<file path="src/hdl/dss_pkg.sv">
/*
 Shared constants for the debug state sequencer control block.
 Assumes a byte-addressed register port with 8-bit data.
*/
package dss_pkg;
  localparam int         ADDR_W        = 16;
  localparam int         DATA_W        = 8;
  localparam int         CHAN_N        = 4;
  localparam int         FIELD_W       = 2;
  localparam int         CODE_W        = 3;
  localparam int         EEV_W         = 2;
  localparam logic [15:0] OFS_STATE1   = 16'h0107;
  localparam logic [15:0] OFS_STATE2   = 16'h0108;
  localparam logic [15:0] OFS_STATE3   = 16'h0109;
  localparam logic [7:0]  SEL_RESET    = 8'h00;
  localparam logic [7:0]  UNMAPPED_RD  = 8'h00;
  localparam logic [1:0]  EEV_EXTERNAL = 2'h2;
  localparam logic [1:0]  SEL_NONE     = 2'h0;
  localparam logic [1:0]  SEL_A        = 2'h1;
  localparam logic [1:0]  SEL_B        = 2'h2;
  localparam logic [1:0]  SEL_FINAL    = 2'h3;
  localparam logic [2:0]  CODE_STATE0  = 3'h0;
  localparam logic [2:0]  CODE_STATE1  = 3'h1;
  localparam logic [2:0]  CODE_STATE2  = 3'h2;
  localparam logic [2:0]  CODE_STATE3  = 3'h3;
  localparam logic [2:0]  CODE_FINAL   = 3'h4;

  typedef enum logic [4:0] {
    DSS_ST0   = 5'h01,
    DSS_ST1   = 5'h02,
    DSS_ST2   = 5'h04,
    DSS_ST3   = 5'h08,
    DSS_FINAL = 5'h10
  } dss_state_t;
endpackage : dss_pkg

</file>
<file path="src/hdl/dss_ctrl.sv">
/*
 Debug state sequencer next-state control: registers, channel
 qualification and the five-state sequencer.
 Assumes comparators, arming and profiling status come from elsewhere,
 synchronous to clk.
*/
//
// Behaviour
// RL1: State1 selects from first control register
// RL2: State2 selects from second control register
// RL3: State3 selects from third control register
// RL4: State1 codes: none, State2, State3, Final
// RL5: State2 codes: none, State1, State3, Final
// RL6: State3 codes: none, State1, State2, Final
// RL7: Highest numbered matching channel wins
// RL8: Selector 10 routes external event to channel3
// RL9: Writes only disarmed and not profiling; reads anytime
// RL10: Only enabled comparators cause transitions
// RL11: Arming enters State1
// RL12: Blocked write changes nothing
`timescale 1ns/1ps
module dss_ctrl #(
  parameter int CHANNELS = 4
) (
  input  wire logic                       clk,
  input  wire logic                       srst,
  input  wire logic [dss_pkg::ADDR_W-1:0] addr,
  input  wire logic [dss_pkg::DATA_W-1:0] wdata,
  input  wire logic                       wr,
  input  wire logic                       rd,
  output logic      [dss_pkg::DATA_W-1:0] rdata,
  input  wire logic [dss_pkg::CHAN_N-1:0] match,
  input  wire logic [dss_pkg::CHAN_N-1:0] comp_enable,
  input  wire logic                       ext_event,
  input  wire logic [dss_pkg::EEV_W-1:0]  external_event_select,
  input  wire logic                       armed,
  input  wire logic                       arm_start,
  input  wire logic                       session_abort,
  input  wire logic                       profiling_active,
  output logic      [dss_pkg::CODE_W-1:0] sequencer_state_code
);
  import dss_pkg::*;

  // Field layout is fixed at four channels of two bits each
  if (CHANNELS != CHAN_N) begin : g_bad_channels
    $error("only four channels supported");
  end

  logic [DATA_W-1:0]  sel1;
  logic [DATA_W-1:0]  sel2;
  logic [DATA_W-1:0]  sel3;
  logic [DATA_W-1:0]  sel_cur;
  logic [CHAN_N-1:0]  hit;
  logic [FIELD_W-1:0] field;
  dss_state_t         state;
  dss_state_t         next_state;

  dss_regs u_regs (
    .clk     (clk),
    .srst    (srst),
    .addr    (addr),
    .wdata   (wdata),
    .wr      (wr),
    .rd      (rd),
    .wr_lock (armed || profiling_active), // RL9
    .rdata   (rdata),
    .sel1    (sel1),
    .sel2    (sel2),
    .sel3    (sel3)
  );

  // Channel 3 can be swapped to the external event
  always_comb begin
    hit = match & comp_enable; // RL10
    if (external_event_select == EEV_EXTERNAL) begin
      hit[CHAN_N-1] = ext_event; // RL8
    end
  end

  always_comb begin
    case (state)
      DSS_ST1: sel_cur = sel1; // RL1
      DSS_ST2: sel_cur = sel2; // RL2
      DSS_ST3: sel_cur = sel3; // RL3
      default: sel_cur = SEL_RESET;
    endcase
  end

  dss_pick u_pick (
    .hit   (hit),
    .sel   (sel_cur),
    .field (field)
  );

  function automatic dss_state_t decode(input dss_state_t cur,
                                        input logic [FIELD_W-1:0] f);
    dss_state_t r;
    r = cur;
    case (f)
      SEL_A:     r = (cur == DSS_ST1) ? DSS_ST2 : DSS_ST1;
      SEL_B:     r = (cur == DSS_ST3) ? DSS_ST2 : DSS_ST3;
      SEL_FINAL: r = DSS_FINAL;
      default:   r = cur;
    endcase
    return r;
  endfunction : decode

  always_comb begin
    next_state = state;
    case (state)
      DSS_ST1, DSS_ST2, DSS_ST3:
        next_state = decode(state, field); // RL4 RL5 RL6
      DSS_ST0, DSS_FINAL: next_state = state;
      default: next_state = DSS_ST0;
    endcase
  end

  // Software disarm keeps the last state; internal end returns to State0
  always_ff @(posedge clk) begin
    if (srst) begin
      state <= DSS_ST0;
    end else if (arm_start) begin
      state <= DSS_ST1; // RL11
    end else if (session_abort) begin
      state <= DSS_ST0;
    end else if (armed) begin
      state <= next_state;
    end
  end

  always_comb begin
    case (state)
      DSS_ST1:   sequencer_state_code = CODE_STATE1;
      DSS_ST2:   sequencer_state_code = CODE_STATE2;
      DSS_ST3:   sequencer_state_code = CODE_STATE3;
      DSS_FINAL: sequencer_state_code = CODE_FINAL;
      default:   sequencer_state_code = CODE_STATE0;
    endcase
  end

  arm_enter_a: assert property (@(posedge clk) disable iff (srst) // RL11
    arm_start |=> sequencer_state_code == CODE_STATE1)
    else $error("arming did not enter State1");

  s1_to_final_a: assert property (@(posedge clk) disable iff (srst) // RL4
    armed && !arm_start && !session_abort && state == DSS_ST1
    && field == SEL_FINAL |=> state == DSS_FINAL)
    else $error("State1 final code not taken");

  s2_to_s1_a: assert property (@(posedge clk) disable iff (srst) // RL5
    armed && !arm_start && !session_abort && state == DSS_ST2
    && field == SEL_A |=> state == DSS_ST1)
    else $error("State2 code 01 not to State1");

  s3_to_s2_a: assert property (@(posedge clk) disable iff (srst) // RL6
    armed && !arm_start && !session_abort && state == DSS_ST3
    && field == SEL_B |=> state == DSS_ST2)
    else $error("State3 code 10 not to State2");

  top_chan_a: assert property (@(posedge clk) disable iff (srst) // RL7
    hit[CHAN_N-1] |-> field == sel_cur[DATA_W-1 -: FIELD_W])
    else $error("channel 3 lost priority");

  no_hit_hold_a: assert property (@(posedge clk) disable iff (srst) // RL10
    armed && !arm_start && !session_abort && hit == '0 |=> $stable(state))
    else $error("state moved without a match");

  disabled_chan_a: assert property (@(posedge clk) disable iff (srst) // RL10
    !comp_enable[0] |-> !hit[0])
    else $error("disabled channel 0 counted");

  ext_route_a: assert property (@(posedge clk) disable iff (srst) // RL8
    external_event_select == EEV_EXTERNAL |-> hit[CHAN_N-1] == ext_event)
    else $error("external event not routed");

  s1_reg_a: assert property (@(posedge clk) disable iff (srst) // RL1
    state == DSS_ST1 |-> sel_cur == sel1)
    else $error("State1 uses wrong register");

  s2_reg_a: assert property (@(posedge clk) disable iff (srst) // RL2
    state == DSS_ST2 |-> sel_cur == sel2)
    else $error("State2 uses wrong register");

  s3_reg_a: assert property (@(posedge clk) disable iff (srst) // RL3
    state == DSS_ST3 |-> sel_cur == sel3)
    else $error("State3 uses wrong register");

  write_ok_a: assert property (@(posedge clk) disable iff (srst) // RL9
    wr && !armed && !profiling_active && addr == OFS_STATE2
    |=> sel2 == $past(wdata))
    else $error("allowed write not stored");
endmodule : dss_ctrl

</file>
<file path="src/hdl/dss_pick.sv">
/*
 Priority pick of the winning channel field.
 Assumes match inputs are already enable-gated.
*/
`timescale 1ns/1ps
module dss_pick (
  input  wire logic [dss_pkg::CHAN_N-1:0] hit,
  input  wire logic [dss_pkg::DATA_W-1:0] sel,
  output logic      [dss_pkg::FIELD_W-1:0] field
);
  import dss_pkg::*;

  // Highest channel wins, scanned upward so later ones override
  always_comb begin
    field = SEL_NONE;
    for (int i = 0; i < CHAN_N; i++) begin
      if (hit[i]) field = sel[i*FIELD_W +: FIELD_W]; // RL1 RL7
    end
  end
endmodule : dss_pick

</file>
<file path="src/hdl/dss_regs.sv">
/*
 Three state control registers with guarded write and registered read.
 Assumes one-cycle strobes on the register port, never both at once.
*/
`timescale 1ns/1ps
module dss_regs (
  input  wire logic                       clk,
  input  wire logic                       srst,
  input  wire logic [dss_pkg::ADDR_W-1:0] addr,
  input  wire logic [dss_pkg::DATA_W-1:0] wdata,
  input  wire logic                       wr,
  input  wire logic                       rd,
  input  wire logic                       wr_lock,
  output logic      [dss_pkg::DATA_W-1:0] rdata,
  output logic      [dss_pkg::DATA_W-1:0] sel1,
  output logic      [dss_pkg::DATA_W-1:0] sel2,
  output logic      [dss_pkg::DATA_W-1:0] sel3
);
  import dss_pkg::*;

  always_ff @(posedge clk) begin
    if (srst) begin
      sel1 <= SEL_RESET;
      sel2 <= SEL_RESET;
      sel3 <= SEL_RESET;
    end else if (wr && !wr_lock) begin // RL9 RL12
      if (addr == OFS_STATE1) sel1 <= wdata;
      if (addr == OFS_STATE2) sel2 <= wdata;
      if (addr == OFS_STATE3) sel3 <= wdata;
    end
  end

  // Reads are never gated by arming
  always_ff @(posedge clk) begin
    if (srst) begin
      rdata <= UNMAPPED_RD;
    end else if (rd) begin // RL9
      case (addr)
        OFS_STATE1: rdata <= sel1;
        OFS_STATE2: rdata <= sel2;
        OFS_STATE3: rdata <= sel3;
        default:    rdata <= UNMAPPED_RD;
      endcase
    end else begin
      rdata <= UNMAPPED_RD;
    end
  end

  locked_write_a: assert property (@(posedge clk) disable iff (srst) // RL12
    wr && wr_lock |=> $stable(sel1) && $stable(sel2) && $stable(sel3))
    else $error("register changed while locked");
endmodule : dss_regs

</file>
<file path="config.mk">
export PLATFORM = sky130hd
export DESIGN_NAME = dss_ctrl
export DESIGN_NICKNAME = d
export VERILOG_FILES = /design/src/hdl/dss_pkg.sv /design/src/hdl/dss_ctrl.sv /design/src/hdl/dss_pick.sv /design/src/hdl/dss_regs.sv
export SDC_FILE = /design/constraint.sdc
export NUM_CORES = 1
export LEC_CHECK = 0
export ABC_AREA = 0
export BUFFER_PORTS_ARGS = -buffer_cell sky130_fd_sc_hd__buf_4
export CORE_MARGIN = 5
export CORE_UTILIZATION = 40
export DETAILED_ROUTE_END_ITERATION = 16
export PLACE_DENSITY_LB_ADDON = 0.12
export SYNTH_ARGS = -nofsm -noshare
export SYNTH_HDL_FRONTEND = slang
export SYNTH_SLANG_ARGS = --single-unit
export TNS_END_PERCENT = 20
</file>
<file path="constraint.sdc">
create_clock -name clk -period 3 [get_ports clk]
set_input_delay 0.6 -clock clk [delete_from_list [all_inputs] [get_ports clk]]
set_output_delay 0.6 -clock clk [all_outputs]
set_load 0.01 [all_outputs]
</file>
==> impl_metrics.ini <==
[yosys]
synth-main-ff-cell = dfxtp_1
mappedNetlistArea_um2 = 1960
synthCells = 207
synth_area_leaders = dfxtp_1 38%, mux2i_1 12%, nor2_1 8.2%
ys_ff_latch = 37
yosys_warnings = 0
async_flop_share_pct = 0
syn_avg_cell_area_um2 = 9.48
yosys.area.top_type = dfxtp_1
synth-edff-count = 0
yosys-top-cells-count = 43 x nor2_1, 37 x dfxtp_1, 24 x mux2i_1
yosys.cell_count.top_type = nor2_1
synth_top_area_share_pct = 37.7
ys_seq_area_share_pct = 37.7
synth_fp_nets = 253
ys_types = 54

[drt]
first_iter_violations = 219
wirelength_um = 5620
ant_nets = 0
routed-via-count = 1918
firstDrtPassIters = 7
post_drt_wl_per_cell_um = 16.0
drc = 0
detail_route.vias_per_cell = 5.46

[grt]
grt_overflow = 0
met2_usage_pct = 28.1
grt_pass1_wl_um = 8860
use_met3_pct = 4.71
grt_usage_pct = 17.8
first_global_vias = 1768
antenna_found_initial = 0
grt_use_met1_pct = 24.0
grt_start_max_net_pins = 30
grt-busiest-layer = met2

[placed_design]
place_ws_ns = -0.0484
dpl-instance-area_um2 = 2590
hpwl_um = 4210
port_buffers = 53
gp_congestion = 0.940

[floorplanning]
start_util_pct = 41.3
die_y_um = 80.1
die_w_um = 80.1
dieArea_um2 = 6410
io_pins = 54
rows = 25
core_area_um2 = 4750

[sta]
fin_ws_ns = 0.171
period_minus_slack_ns = 2.83
worst_slew_pin_slew_ns = 0.679
max_freq_mhz = 353
tns_ns = 0
fin_skew_ns = 0.00882
slew_violations = 0
setup_viol = 0
fin_crit_sh_pct = 94.3
hold_violations = 0
relSlewSlack_pct = 54.6

[final_layout]
fin_area_um2 = 2780
drive_above_1_share_pct = 37.7
diodes = 0
nNetsFinal = 329
syn2layout_area_growth_pct = 41.4
fin_util_pct = 58.4

[setup_path]
worstReg2RegEnd = state[1]$_SDFFE_PP0P_
cp-end-kind = flip-flop
worstSetupPathType = flip-flop to flip-flop
worstRegToRegCells = 12
crit_required_ns = 3.22
worst-path-buf-inv = 2
max_stage_delay_ns = 0.62
crit-reg2reg-launch = state[1]$_SDFFE_PP0P_
arrival_ns = 3.05
cp_common_cell = buf_4
critPathMaxFanout = 6
cp_cell_sequence = buf_4, nand2b_1, nor2_4, buf_4, a32oi_2, o311ai_2, and2_1, ha_1, nor4_1, nand2_1, or4b_2, o21ai_1
slowest_stage = or4b_2
reg2reg_setup_slack_ns = 0.17
crit_family = simple AND/OR/NAND/NOR gates
worstSetupStartpointType = flip-flop

[pwr]
power_w = 0.00106
vdd_ir_drop_max_v = 0.000345
p_leak_nw = 1.07
p_per_area_nw_per_um2 = 383

[worst_hold_path]
hold_depth = 2
hold_path_class = flip-flop to flip-flop
hold_start = u_regs.sel3[2]$_SDFFE_PP0P_
min_to = u_regs.sel3[2]$_SDFFE_PP0P_

[cts]
cts.sinks = 37
max-clock-path-buffers = 2
htree_levels = 2
cts_buffers = 5
cts_setup_buffers = 0
cts.root.buffer_cell = clkbuf_8
insertion_delay_ns = 0.28
cts_tree = yes
clk_pin_slew_ns = 0.08

[job]
cap_violations = 0

[status]
status = finished clean
[sequential cells by signal, indices dropped and copies added, names as in the netlist]
name,cells
u_regs.sel3,8
u_regs.sel1,8
u_regs.sel2,8
state,5
u_regs.rdata,8
[cell families after synthesis]
logic type	after synthesis	share of synthesized area, %
AND/OR/NAND/NOR	88	27.0
buffers and inverters	10	1.98
flip-flops	37	37.7
XOR/XNOR	1	0.446
AO/OA/AOI/OAI	44	18.7
adder cells (fa/ha/maj)	3	1.91
multiplexers	24	12.2
[per-stage QoR]
| stage | hold WS, ns | std cells |
|---|---|---|
| 2_1_floorplan | 0.473 | 207 |
| 3_3_place_gp | 0.501 | 343 |
| 3_5_place_dp | 0.510 | 343 |
| 4_1_cts | 0.531 | 351 |
| 5_1_grt | 0.562 | 351 |
| 6_report | 0.532 | 351 |
[per-layer routing]
layer	vias up	routed length, um
met4	0	46
met1	895	2390
met2	74	2720
li1	943	-
met5	-	0
met3	6	467
[power by group]
part / internal (W) / total (W) / switching [W] / leakage, nW
combinational: 0.0000684 / 0.000127 / 0.0000588 / 0.714
sequential: 0.000493 / 0.000497 / 0.00000344 / 0.300
clock: 0.000271 / 0.000440 / 0.000169 / 0.0585
[worst reg2reg max path, delay by kind of cell (launching register included)]
family / cells / cell delay, ns
flip-flops: 1 / 0.35
AND/OR/NAND/NOR: 6 / 1.40
buffers and inverters: 2 / 0.30
AO/OA/AOI/OAI: 3 / 0.47
adder cells (fa/ha/maj): 1 / 0.23
[area by class of cell]
class,instances,area [um2]
sequential,37,746
timing repair buffer,75,567
inverter,4,15.0
multi-input combinational,160,1250
clock inverter,1,30.0
clock buffer,7,86.3
tap,67,83.8
fill,451,1980
[placed cells by master (no fill, tap or decap), drive strengths merged, types with 2 or more instances in the layout]
| cell | Yosys | routed |
|---|---|---|
| buf | 1 | 75 |
| nor2 | 43 | 43 |
| dfxtp | 37 | 37 |
| mux2i | 24 | 24 |
| nand2 | 8 | 8 |
| a222oi | 8 | 8 |
| clkbuf | 5 | 7 |
| nand3 | 6 | 6 |
| o21ai | 5 | 5 |
| nor3 | 5 | 5 |
| a22o | 4 | 4 |
| inv | 4 | 4 |
| nor4 | 4 | 4 |
| nand3b | 3 | 3 |
| ha | 3 | 3 |
| and2 | 3 | 3 |
| o31ai | 3 | 3 |
| nand2b | 2 | 2 |
| a31oi | 2 | 2 |
| and4 | 2 | 2 |
| a22oi | 2 | 2 |
| a221oi | 2 | 2 |
| o311ai | 2 | 2 |
| a21oi | 2 | 2 |
| and3 | 2 | 2 |
| nor2b | 2 | 2 |
| a211oi | 2 | 2 |
| a32oi | 2 | 2 |
| or2 | 2 | 2 |
[what timing repair did]
action,CTS,global route
hold buffers,0,0
endpoints found under the setup margin,0,4
gates resized for setup,0,18
[worst max path at each step]
stage                                   from               endpoint  slack [ns]  cells past startpoint
floorplan              state[4]$_SDFFE_PP0P_  state[1]$_SDFFE_PP0P_        0.25                      9
finish                 state[1]$_SDFFE_PP0P_  state[1]$_SDFFE_PP0P_        0.17                     12
detailed placement  external_event_select[0]  state[1]$_SDFFE_PP0P_       -0.05                     12
global route           state[2]$_SDFFE_PP0P_  state[1]$_SDFFE_PP0P_      -0.006                     11
CTS                    state[0]$_SDFFE_PP1P_  state[1]$_SDFFE_PP0P_        0.05                     10
global placement    external_event_select[0]  state[1]$_SDFFE_PP0P_       -0.05                     12
(Power assumes the default switching activity.)
